**src/tmr_pkg.sv**
```systemverilog
package tmr_pkg;

   // ----------------------------------------------------------------
   // Bus and counter geometry
   // ----------------------------------------------------------------
   localparam int unsigned ADDR_W = 8;
   localparam int unsigned DATA_W = 32;
   localparam int unsigned CNT_W  = 16;
   localparam int unsigned PSC_W  = 15;

   // ----------------------------------------------------------------
   // Register byte offsets
   // ----------------------------------------------------------------
   localparam logic [7:0] OFS_CNT_LO  = 8'h00;
   localparam logic [7:0] OFS_CNT_HI  = 8'h04;
   localparam logic [7:0] OFS_CAP1_LO = 8'h08;
   localparam logic [7:0] OFS_CAP1_HI = 8'h0c;
   localparam logic [7:0] OFS_CMP1_LO = 8'h10;
   localparam logic [7:0] OFS_CMP1_HI = 8'h14;
   localparam logic [7:0] OFS_PER_LO  = 8'h18;
   localparam logic [7:0] OFS_PER_HI  = 8'h1c;
   localparam logic [7:0] OFS_CFG     = 8'h20;
   localparam logic [7:0] OFS_SHARED  = 8'h24;

   // ----------------------------------------------------------------
   // Shared control bit positions and reset values
   // ----------------------------------------------------------------
   localparam int unsigned SHR_CLR_BIT = 0;
   localparam int unsigned SHR_IE_LSB  = 1;
   localparam int unsigned NUM_TIMERS  = 2;
   localparam int unsigned CFG_W       = 24;
   localparam logic [23:0] CFG_RST     = 24'h00_0000;
   localparam logic [15:0] PER_RST     = 16'hffff;
   localparam logic [15:0] CMP_RST     = 16'h0000;

   // Capture edge selection
   localparam logic [1:0] EDGE_NONE = 2'h0;
   localparam logic [1:0] EDGE_RISE = 2'h1;
   localparam logic [1:0] EDGE_FALL = 2'h2;
   localparam logic [1:0] EDGE_BOTH = 2'h3;

   // ----------------------------------------------------------------
   // Carriers
   // ----------------------------------------------------------------
   typedef struct packed {
      logic              psel;
      logic              penable;
      logic              pwrite;
      logic [ADDR_W-1:0] paddr;
      logic [DATA_W-1:0] pwdata;
   } tmr_apb_req_t;

   typedef struct packed {
      logic [DATA_W-1:0] prdata;
      logic              pready;
      logic              pslverr;
   } tmr_apb_rsp_t;

   // Configuration word, bit 0 is ccMode
   typedef struct packed {
      logic [PSC_W-1:0] presc;
      logic             extClk;
      logic [1:0]       edgeTwo;
      logic [1:0]       edgeOne;
      logic             capTwoEn;
      logic             capOneEn;
      logic             output_enable_bit;
      logic             ccMode;
   } tmr_cfg_t;

   typedef struct packed {
      logic [CNT_W-1:0] cnt;
      logic [7:0]       cntHi;
      logic [CNT_W-1:0] capOne;
      logic [7:0]       capOneHi;
      logic [7:0]       cmpOneLo;
      logic [7:0]       cmpOneHi;
      logic [CNT_W-1:0] cmpOneAct;
      logic [CNT_W-1:0] cmpOnePendV;
      logic             cmpOnePend;
      logic [7:0]       perLo;
      logic [7:0]       perHi;
      logic [CNT_W-1:0] perAct;
      logic [CNT_W-1:0] perPendV;
      logic             perPend;
      logic [CNT_W-1:0] capTwo;
      logic [7:0]       capTwoHi;
      tmr_cfg_t         cfg;
      logic [NUM_TIMERS-1:0] ie;
      logic             clr;
      logic [2:0]       pinPrev;
      logic             outLvl;
      logic             outPin;
      tmr_apb_rsp_t     rsp;
   } tmr_state_t;

   typedef struct packed {
      logic [PSC_W-1:0] cnt;
      logic             tick;
   } tmr_psc_t;

endpackage : tmr_pkg

```
**src/tmr_timer.sv**
```systemverilog
// How it works
// - Count advances each enabled clock; read-only pair
// - Count zeroed by shared clear bit and, in PWM mode, at cycle end
// - Count low read latches upper byte
// - Capture input one stores current count
// - Capture one low read latches upper byte
// - Compare mode toggles output at compare match
// - Compare mode commits compare value immediately
// - Compare low stored; high write commits word
// - PWM compare commit waits for cycle end or shared clear
// - Compare bytes read back as last written
// - PWM period register, applied at cycle end or shared clear
// - Period low stored; high write commits word
// - PWM period bytes read back as written
// - Compare mode: second register captures count
// - Second capture low read latches upper byte
// - Shared clear zeroes count and prescaler
// - Shared register holds per-timer interrupt enables
// - Sixteen-bit counter behind fifteen-bit prescaler
// - PWM output low after compare, high after period
//
// The implementer's own choices: the APB slave port and the register offsets.
`timescale 1ns/1ps
module tmr_timer #(
   parameter int unsigned CNT_W = tmr_pkg::CNT_W,
   parameter int unsigned PSC_W = tmr_pkg::PSC_W
) (
   // Clock and reset
   input  wire logic                   clk,
   input  wire logic                   rst_n,
   // APB slave
   input  wire tmr_pkg::tmr_apb_req_t  apbReq,
   output tmr_pkg::tmr_apb_rsp_t       apbRsp,
   // Capture and external clock pins
   input  wire logic                   captureInputOne,
   input  wire logic                   captureInputTwo,
   input  wire logic                   extClkIn,
   // Timer output pin and interrupt enables
   output logic                        timerOutputPin,
   output logic [tmr_pkg::NUM_TIMERS-1:0] timerIrqEn
);

   tmr_pkg::tmr_state_t st_r;
   tmr_pkg::tmr_state_t n;

   logic [2:0] pinSync;
   logic       pscTick;
   logic       srcPulse;
   logic       setup;
   logic       setupRd;
   logic       wrDone;
   logic       capOneEv;
   logic       capTwoEv;
   logic       cycEnd;
   logic [CNT_W-1:0] cmpNext;

   // ----------------------------------------------------------------
   // Pin synchronisers and prescaler
   // ----------------------------------------------------------------
   tmr_sync #(
      .W (3)
   ) u_sync (
      .clk    (clk),
      .rst_n  (rst_n),
      .async  ({extClkIn, captureInputTwo, captureInputOne}),
      .synced (pinSync)
   );

   // External clock counts rising edges of the synchronised pin
   assign srcPulse = st_r.cfg.extClk ? (pinSync[2] & ~st_r.pinPrev[2])
                                     : 1'b1;

   tmr_prescaler #(
      .W (PSC_W)
   ) u_psc (
      .clk      (clk),
      .rst_n    (rst_n),
      .clear    (st_r.clr),
      .srcPulse (srcPulse),
      .divide   (st_r.cfg.presc),
      .tick     (pscTick)
   );

   // ----------------------------------------------------------------
   // Edge selection
   // ----------------------------------------------------------------
   function automatic logic edgeHit(input logic prev, input logic cur,
                                    input logic [1:0] sel);
      logic r;
      logic f;
      r = cur & ~prev;
      f = prev & ~cur;
      unique case (sel)
         tmr_pkg::EDGE_NONE: edgeHit = 1'b0;
         tmr_pkg::EDGE_RISE: edgeHit = r;
         tmr_pkg::EDGE_FALL: edgeHit = f;
         tmr_pkg::EDGE_BOTH: edgeHit = r | f;
      endcase
   endfunction : edgeHit

   assign capOneEv = st_r.cfg.capOneEn &
      edgeHit(st_r.pinPrev[0], pinSync[0], st_r.cfg.edgeOne);
   assign capTwoEv = st_r.cfg.ccMode & st_r.cfg.capTwoEn &
      edgeHit(st_r.pinPrev[1], pinSync[1], st_r.cfg.edgeTwo);

   // ----------------------------------------------------------------
   // Bus phases
   // ----------------------------------------------------------------
   // Answer is prepared in the setup cycle so pready comes from a flop
   assign setup   = apbReq.psel & ~apbReq.penable;
   assign setupRd = setup & ~apbReq.pwrite;
   assign wrDone  = apbReq.psel & apbReq.penable & st_r.rsp.pready &
                    apbReq.pwrite;
   assign cycEnd  = ~st_r.cfg.ccMode & pscTick & ~st_r.clr &
                    (st_r.cnt == st_r.perAct - 16'h0001);
   assign cmpNext = st_r.cmpOnePend ? st_r.cmpOnePendV : st_r.cmpOneAct;

   // ----------------------------------------------------------------
   // Next state
   // ----------------------------------------------------------------
   always_comb begin
      n             = st_r;
      n.clr         = 1'b0;
      n.pinPrev     = pinSync;
      n.rsp.pready  = 1'b0;
      n.rsp.pslverr = 1'b0;

      // Counter and output level
      if (st_r.clr) begin
         n.cnt = '0;
         if (!st_r.cfg.ccMode) begin
            n.cmpOneAct  = cmpNext;
            n.cmpOnePend = 1'b0;
            n.perAct     = st_r.perPend ? st_r.perPendV : st_r.perAct;
            n.perPend    = 1'b0;
            n.outLvl     = (cmpNext != 16'h0000);
         end
      end else if (pscTick) begin
         if (st_r.cfg.ccMode) begin
            n.cnt = st_r.cnt + 16'h0001;
            if (st_r.cnt == st_r.cmpOneAct - 16'h0001) begin
               n.outLvl = ~st_r.outLvl;
            end
         end else if (cycEnd) begin
            n.cnt        = '0;
            n.cmpOneAct  = cmpNext;
            n.cmpOnePend = 1'b0;
            n.perAct     = st_r.perPend ? st_r.perPendV : st_r.perAct;
            n.perPend    = 1'b0;
            // A zero compare keeps the pin low: 0% duty
            n.outLvl     = (cmpNext != 16'h0000);
         end else begin
            n.cnt = st_r.cnt + 16'h0001;
            if (st_r.cnt == st_r.cmpOneAct - 16'h0001) begin
               n.outLvl = 1'b0;
            end
         end
      end

      // Captures take the count seen at the event
      if (capOneEv) begin
         n.capOne = st_r.cnt;
      end
      if (capTwoEv) begin
         n.capTwo = st_r.cnt;
      end

      // Reads: count and capture low byte reads latch the upper byte
      if (setup) begin
         n.rsp.pready = 1'b1;
         n.rsp.prdata = '0;
         case (apbReq.paddr)
            tmr_pkg::OFS_CNT_LO: begin
               n.rsp.prdata[7:0] = st_r.cnt[7:0];
               if (setupRd) n.cntHi = st_r.cnt[15:8];
            end
            tmr_pkg::OFS_CNT_HI: n.rsp.prdata[7:0] = st_r.cntHi;
            tmr_pkg::OFS_CAP1_LO: begin
               n.rsp.prdata[7:0] = st_r.capOne[7:0];
               if (setupRd) n.capOneHi = st_r.capOne[15:8];
            end
            tmr_pkg::OFS_CAP1_HI: n.rsp.prdata[7:0] = st_r.capOneHi;
            tmr_pkg::OFS_CMP1_LO: n.rsp.prdata[7:0] = st_r.cmpOneLo;
            tmr_pkg::OFS_CMP1_HI: n.rsp.prdata[7:0] = st_r.cmpOneHi;
            tmr_pkg::OFS_PER_LO: begin
               if (st_r.cfg.ccMode) begin
                  n.rsp.prdata[7:0] = st_r.capTwo[7:0];
                  if (setupRd) n.capTwoHi = st_r.capTwo[15:8];
               end else begin
                  n.rsp.prdata[7:0] = st_r.perLo;
               end
            end
            tmr_pkg::OFS_PER_HI: begin
               n.rsp.prdata[7:0] = st_r.cfg.ccMode ? st_r.capTwoHi
                                                   : st_r.perHi;
            end
            tmr_pkg::OFS_CFG: n.rsp.prdata[23:0] = st_r.cfg;
            tmr_pkg::OFS_SHARED: begin
               n.rsp.prdata[tmr_pkg::SHR_IE_LSB +: tmr_pkg::NUM_TIMERS] =
                  st_r.ie;
            end
            default: n.rsp.pslverr = 1'b1;
         endcase
      end

      // Writes take effect at the completing access edge
      if (wrDone) begin
         case (apbReq.paddr)
            tmr_pkg::OFS_CMP1_LO: n.cmpOneLo = apbReq.pwdata[7:0];
            tmr_pkg::OFS_CMP1_HI: begin
               n.cmpOneHi = apbReq.pwdata[7:0];
               if (st_r.cfg.ccMode) begin
                  n.cmpOneAct  = {apbReq.pwdata[7:0], st_r.cmpOneLo};
                  n.cmpOnePend = 1'b0;
               end else begin
                  n.cmpOnePendV = {apbReq.pwdata[7:0], st_r.cmpOneLo};
                  n.cmpOnePend  = 1'b1;
               end
            end
            // Period is read-only while capturing
            tmr_pkg::OFS_PER_LO: begin
               if (!st_r.cfg.ccMode) n.perLo = apbReq.pwdata[7:0];
            end
            tmr_pkg::OFS_PER_HI: begin
               if (!st_r.cfg.ccMode) begin
                  n.perHi    = apbReq.pwdata[7:0];
                  n.perPendV = {apbReq.pwdata[7:0], st_r.perLo};
                  n.perPend  = 1'b1;
               end
            end
            tmr_pkg::OFS_CFG: n.cfg = tmr_pkg::tmr_cfg_t'(apbReq.pwdata[23:0]);
            tmr_pkg::OFS_SHARED: begin
               n.clr = apbReq.pwdata[tmr_pkg::SHR_CLR_BIT];
               n.ie  = apbReq.pwdata[tmr_pkg::SHR_IE_LSB +:
                                     tmr_pkg::NUM_TIMERS];
            end
            default: n.clr = 1'b0;
         endcase
      end

      // Pin is low whenever the output is disabled
      n.outPin = n.cfg.output_enable_bit & n.outLvl;
   end

   always_ff @(posedge clk or negedge rst_n) begin
      if (!rst_n) begin
         st_r           <= '0;
         st_r.cfg       <= tmr_pkg::CFG_RST;
         st_r.perAct    <= tmr_pkg::PER_RST;
         st_r.cmpOneAct <= tmr_pkg::CMP_RST;
         // Readback shows the period in force out of reset
         st_r.perLo     <= tmr_pkg::PER_RST[7:0];
         st_r.perHi     <= tmr_pkg::PER_RST[15:8];
      end else begin
         st_r <= n;
      end
   end

   assign apbRsp         = st_r.rsp;
   assign timerOutputPin = st_r.outPin;
   assign timerIrqEn     = st_r.ie;
endmodule : tmr_timer

```
**src/tmr_sync.sv**
```systemverilog
`timescale 1ns/1ps
module tmr_sync #(
   parameter int unsigned W = 3
) (
   // Clock and reset
   input  wire logic         clk,
   input  wire logic         rst_n,
   // Asynchronous in, synchronised out
   input  wire logic [W-1:0] async,
   output logic      [W-1:0] synced
);

   typedef struct packed {
      logic [W-1:0] s1;
      logic [W-1:0] s2;
   } tmr_sync_t;

   tmr_sync_t st_r;
   tmr_sync_t st_nxt;

   // First stage feeds only the second stage
   always_comb begin
      st_nxt    = st_r;
      st_nxt.s1 = async;
      st_nxt.s2 = st_r.s1;
   end

   always_ff @(posedge clk or negedge rst_n) begin
      if (!rst_n) begin
         st_r <= '0;
      end else begin
         st_r <= st_nxt;
      end
   end

   assign synced = st_r.s2;

endmodule : tmr_sync

```
**src/tmr_prescaler.sv**
```systemverilog
`timescale 1ns/1ps
module tmr_prescaler #(
   parameter int unsigned W = tmr_pkg::PSC_W
) (
   // Clock and reset
   input  wire logic         clk,
   input  wire logic         rst_n,
   // Control
   input  wire logic         clear,
   input  wire logic         srcPulse,
   input  wire logic [W-1:0] divide,
   // Count enable for the main counter
   output logic              tick
);

   tmr_pkg::tmr_psc_t st_r;
   tmr_pkg::tmr_psc_t st_nxt;

   // Divide ratio is divide+1 source pulses per tick
   always_comb begin
      st_nxt      = st_r;
      st_nxt.tick = 1'b0;
      if (clear) begin
         st_nxt.cnt = '0;
      end else if (srcPulse) begin
         if (st_r.cnt >= divide) begin
            st_nxt.cnt  = '0;
            st_nxt.tick = 1'b1;
         end else begin
            st_nxt.cnt = st_r.cnt + 15'h0001;
         end
      end
   end

   always_ff @(posedge clk or negedge rst_n) begin
      if (!rst_n) begin
         st_r <= '0;
      end else begin
         st_r <= st_nxt;
      end
   end

   assign tick = st_r.tick;

endmodule : tmr_prescaler

```
**config.mk**
```make
export PLATFORM = sky130hd
export DESIGN_NAME = tmr_timer
export DESIGN_NICKNAME = d
export VERILOG_FILES = /design/src/tmr_pkg.sv /design/src/tmr_timer.sv /design/src/tmr_sync.sv /design/src/tmr_prescaler.sv
export SDC_FILE = /design/constraint.sdc
export NUM_CORES = 1
export LEC_CHECK = 0
export BUFFER_PORTS_ARGS = -buffer_cell sky130_fd_sc_hd__buf_4
export CORE_ASPECT_RATIO = 1.25
export CORE_MARGIN = 4
export CORE_UTILIZATION = 55
export CTS_CLUSTER_SIZE = 8
export DETAILED_ROUTE_END_ITERATION = 6
export GPL_ROUTABILITY_DRIVEN = 0
export PLACE_DENSITY = 0.78
export SYNTH_ARGS = -nofsm -noshare
export SYNTH_HDL_FRONTEND = slang
export SYNTH_SLANG_ARGS = --single-unit
```
**constraint.sdc**
```tcl
create_clock -name clk -period 3.01 [get_ports clk]
set_clock_uncertainty 0.05 [all_clocks]
set_input_delay 0.602 -clock clk [delete_from_list [all_inputs] [get_ports clk]]
set_output_delay 0.602 -clock clk [all_outputs]
set_load 0.02 [all_outputs]
```
**After elaboration in Yosys (flattened, before gate mapping)**

Index checks and enable logic that the tools add are counted.
Widths: inputs -> output; s select.

- Flip-flop bits (word level): 250
- Bits of input ports: 48

- Add/sub/neg operators: 4
- $lt $le $gt $ge: 1
- Equal/unequal tests: 17
- Multiplexer cells: 65
- Bitwise logic cells: 29
- Reductions and logical operators: 19

Operators by type and width:

| kind | number |
|---|---|
| $mux 16 | 20 |
| $mux 49 | 1 |
| $mux 8 | 6 |
| $pmux 5 s9 | 1 |
| $mux 33 | 1 |
| $eq 16x16->1 | 2 |
| $eq 8x5->1 const B | 4 |
| $sub 16x1->16 const B | 2 |
| $mux 15 | 2 |
| $mux 1 | 26 |
| $pmux 2 s10 | 1 |
| $reduce_and 3->1 | 6 |
| $and 1x1->1 | 17 |
| $add 16x1->16 const B | 1 |
| $eq 8x4->1 const B | 2 |
| $eq 8x6->1 const B | 2 |
| $reduce_bool 16->1 | 1 |
| $add 15x1->15 const B | 1 |
| $ge 15x15->1 | 1 |
| $not 1->1 | 10 |
| $reduce_or 10->1 | 1 |
| $pmux 1 s9 | 1 |
| $eq 2x2->1 const B | 4 |
| $eq 8x3->1 const B | 1 |
| other kinds (10) | 21 |

**Longest topological paths before layout**

- Word-level depth: 11
- Depth in mapped cells: 13

**Hierarchy**

From an unflattened synthesis, not the netlist that was laid out.

- Cells, all modules: 1,342
- Area total of the unflattened synthesis: 13,390.3 um2

Modules (own cells, without submodules):

| module | instances | cells each | area an instance (um2) | seq. area each (um2) |
|---|---|---|---|---|
| tmr_timer | 1 | 1,187 | 11,977.7 | 5,745.5 |
| tmr_prescaler | 1 | 149 | 1,262.5 | 400.4 |
| tmr_sync | 1 | 6 | 150.1 | 150.1 |

**Worst setup path before layout**

No wires, ideal clock.

- Kind: reg-to-reg
- Start: register st_r[159] (netlist bit)
- End: register st_r (netlist bit timerOutputPin)
- Library setup time: 0.137 ns
- Data arrival time: 3.114 ns
- Data required time: 2.823 ns
- Path slack: -0.291 ns
- Cell stages (with the launch flop): 14
- Path buffers: 1
- Clock period less this slack: 3.301 ns
- Cells stage by stage: dfrtp_1 > clkbuf_1 > nor4_1 > nand3_1 > or3_1 > nor3_1 > a21oi_1 > a211oi_1 > o2111ai_1 > a2111o_1 > ha_1 > o211a_1 > o32ai_1 > a21boi_0

RTL lines:

| element | line | RTL |
|---|---|---|
| from (decl) | tmr_timer.sv:43 | `tmr_pkg::tmr_state_t st_r;` |
| from (signal assigned) | tmr_timer.sv:255 | `st_r <= n;` |

==> summary.md <==
| Metric | Value |
|---|---|
| Initial antenna violation count | `0` |
| Detailed Route WL | `36.4 mm` |
| Crit start category | `register` |
| Post-synth EDFFs | `0` |
| Die area | `26300 µm²` |
| I/O Buffers | `68` |
| P&R area growth vs syn | `18.3%` |
| DR vias/cell | `6.32` |
| Remaining global-route overflow | `0` |
| VDD IR max | `0.524 mV` |
| Worst-path cell chain | `or4_4 -> or2_1 -> or4_4 -> a211oi_2 -> and4b_2 -> buf_12 -> nand4_1 -> a21o_1 -> a21oi_2` |
| Tmin final | `3.09 ns` |
| Core area | `23200 µm²` |
| MaxCap Viol Count | `0` |
| Total Nets Final | `1434` |
| Crit path largest cell delay | `0.53 ns` |
| Detail Route Antenna Nets | `0` |
| Sequential cell area fraction in the yosys report | `0.483` |
| Leakage power | `0.00754 µW` |
| Most frequent cells in the layout | `dfrtp_1, nand2_1, buf_4, mux2_2, a21oi_1` |
| Unrepaired setup endpoints after global routing | `true` |
| Worst path slowest cell | `or4_4` |
| Worst slew pin tran | `0.834 ns` |
| DRT iter0 DRCs | `1013` |
| Status | `complete, but fails checks` |
| Die Ht | `180 µm` |
| Violated checks | `hold timing, setup timing` |
| Post-synth cell types | `66` |
| # rows | `62` |
| Share of cells above drive strength 1 | `0.311` |
| Clock insertion delay at the later pin of the skew report | `0.54 ns` |
| Reg area | `6300 µm²` |
| Diodes inserted | `0` |
| Sink Count | `250` |
| Worst setup EP type | `register` |
| Min Hold Slack | `-0.00289 ns` |
| Dpl hpwl | `24.1 mm` |
| Tcrit/Tclk final | `1.03` |
| TNS Setup | `-1.19 ns` |
| H-Tree Depth | `2` |
| Final hold vios | `1` |
| Critical Path RT | `3.40 ns` |
| Predominant post-synthesis flop cell | `dfrtp_1` |
| Vias | `10545` |
| Cts hold-fix bufs | `0` |
| Final Max Slew Viols | `0` |
| Syn. warnings | `0` |
| Setup violators final | `30` |
| Ys async rst share | `1.00` |
| Multi-input gate area | `6300 µm²` |
| Mapped Cells | `1267` |
| Clock buffer depth | `3` |
| TritonCTS buffer count | `37` |
| CTS tree | `done` |
| Largest net degree at the start of global routing | `72` |
| Die X | `146 µm` |
| GR Util All Layers | `0.266` |
| Max-Slew Margin vs Limit | `0.443` |
| Synthesized area per cell | `10.3 µm²` |
| R2R depth | `9` |
| First-pass GRT wire length | `56.1 mm` |
| CP Max Fanout | `21` |
| Drt pass-1 iters | `6` |
| DR DRC count | `0` |
| Most common cell after layout, fill and taps aside | `dfrtp_1` |
| Critical path data arrival time | `3.48 ns` |
| CTS root buf | `clkbuf_16` |
| Worst setup margin | `-0.0805 ns` |
| Design area | `15400 µm²` |
| CTS clk-pin slew, worst paths | `0.05 ns` |
| Crit Path Class | `register to register` |
| Crit-path most repeated cell | `or4_4` |
| Vias in the first global route | `10454` |
| Pwr dens | `550 nW/µm²` |
| Post-Syn Area | `13000 µm²` |
| Synth Register Bits | `250` |
| Initial Util | `0.563` |
| Drt wl/cell | `21.8 µm` |
| Max Fclk | `324 MHz` |
| # fillers | `1684` |
| Worst hold path type | `input pin to async pin` |
| IO Pins | `85` |
| Placed Area | `14100 µm²` |
[registers in the layout, indices dropped and copies added (netlist names)]
register,flops
apbRsp,26
u_sync.st_nxt,3
u_psc.tick,1
timerOutputPin,1
st_r,199
u_psc.st_r,15
u_sync.synced,3
timerIrqEn,2
[final timing paths]
| check | slack [ns] | to | start |
|---|---|---|---|
| max | -0.08 | st_r[166] | st_r[116] |
| min | -0.003 | st_r[165] | rst_n |
| max reg2reg | -0.08 | st_r[166] | st_r[116] |
| min reg2reg | 0.30 | u_sync.synced[0] | u_sync.st_nxt[0] |
| max in group asynchronous | 2.05 | st_r[127] | rst_n |
| min in group clk | 0.15 | u_sync.st_nxt[1] | captureInputTwo |
[area by class of cell]
class | count | share of cell area
clock buffers | 53 | 0.0645
clock inverters | 4 | 0.00624
inverters | 40 | 0.00973
multi-input cells | 880 | 0.408
flip-flops and latches | 250 | 0.408
well taps | 288 | 0.0233
repair buffers | 153 | 0.0803
[worst max-delay path: cells and delay by family (launching register included)]
kind	cells	cell delay [ns]
buffers and inverters	1	0.19
DFF	1	0.37
and+or+nand+nor	5	1.78
AOI/OAI and AO/OA	3	0.61
[cell usage after synthesis, types with 25 or more instances]
master	number	area, µm²
inv_1	40	150
nand3_1	35	175
a31oi_1	33	206
nand2b_1	25	156
mux2_2	138	1550
xnor2_1	27	236
buf_4	36	270
clkbuf_1	60	225
dfstp_2	32	841
nand2_1	164	616
nor2_1	60	225
a21oi_1	81	405
dfrtp_1	218	5460
o21ai_0	42	210
[layer usage]
metal	wire length, µm	share of wire	track usage	up-vias
met3	2700	0.074	0.0538	138
met5	0	0	0	-
li1	-	-	-	4660
met1	13600	0.37	0.322	5235
met4	2110	0.058	0.135	0
met2	18000	0.49	0.450	512
[repair_timing]
action,CTS,global route
gates resized for setup,19,19
setup endpoints to repair,50,51
cloned,1,2
pin swaps,7,9
setup buffers,3,3
[through the flow]
step                      total power, µW  utilization  instances  setup WS, ns  hold slack, ns
final                                8490        0.665       1668       -0.0805        -0.00289
after global routing                 8770        0.665       1668        -0.140          0.0463
after CTS                            8500        0.659       1663       -0.0113          0.0299
after detailed placement             4600        0.607       1602        -0.333           0.289
after global placement               4570        0.607       1602        -0.211           0.284
after floorplan                      4190            -       1274       0.00503           0.256
[kinds of logic after synthesis]
logic type / after synthesis / synth area share
AO/OA/AOI/OAI: 250 / 0.123
XOR/XNOR: 37 / 0.0248
adder cells (fa/ha/maj): 24 / 0.0230
buffers and inverters: 147 / 0.0535
flip-flops: 250 / 0.483
multiplexers: 169 / 0.150
other: 1 / 0.000287
AND/OR/NAND/NOR: 389 / 0.143
[power breakdown]
part	internal (µW)	switching, µW	leakage (µW)
clock	2380	1500	0.000523
combinational	411	587	0.00375
sequential	3470	137	0.00326
total	6260	2230	0.00754
No activity file was read; power rests on OpenSTA's default activity.
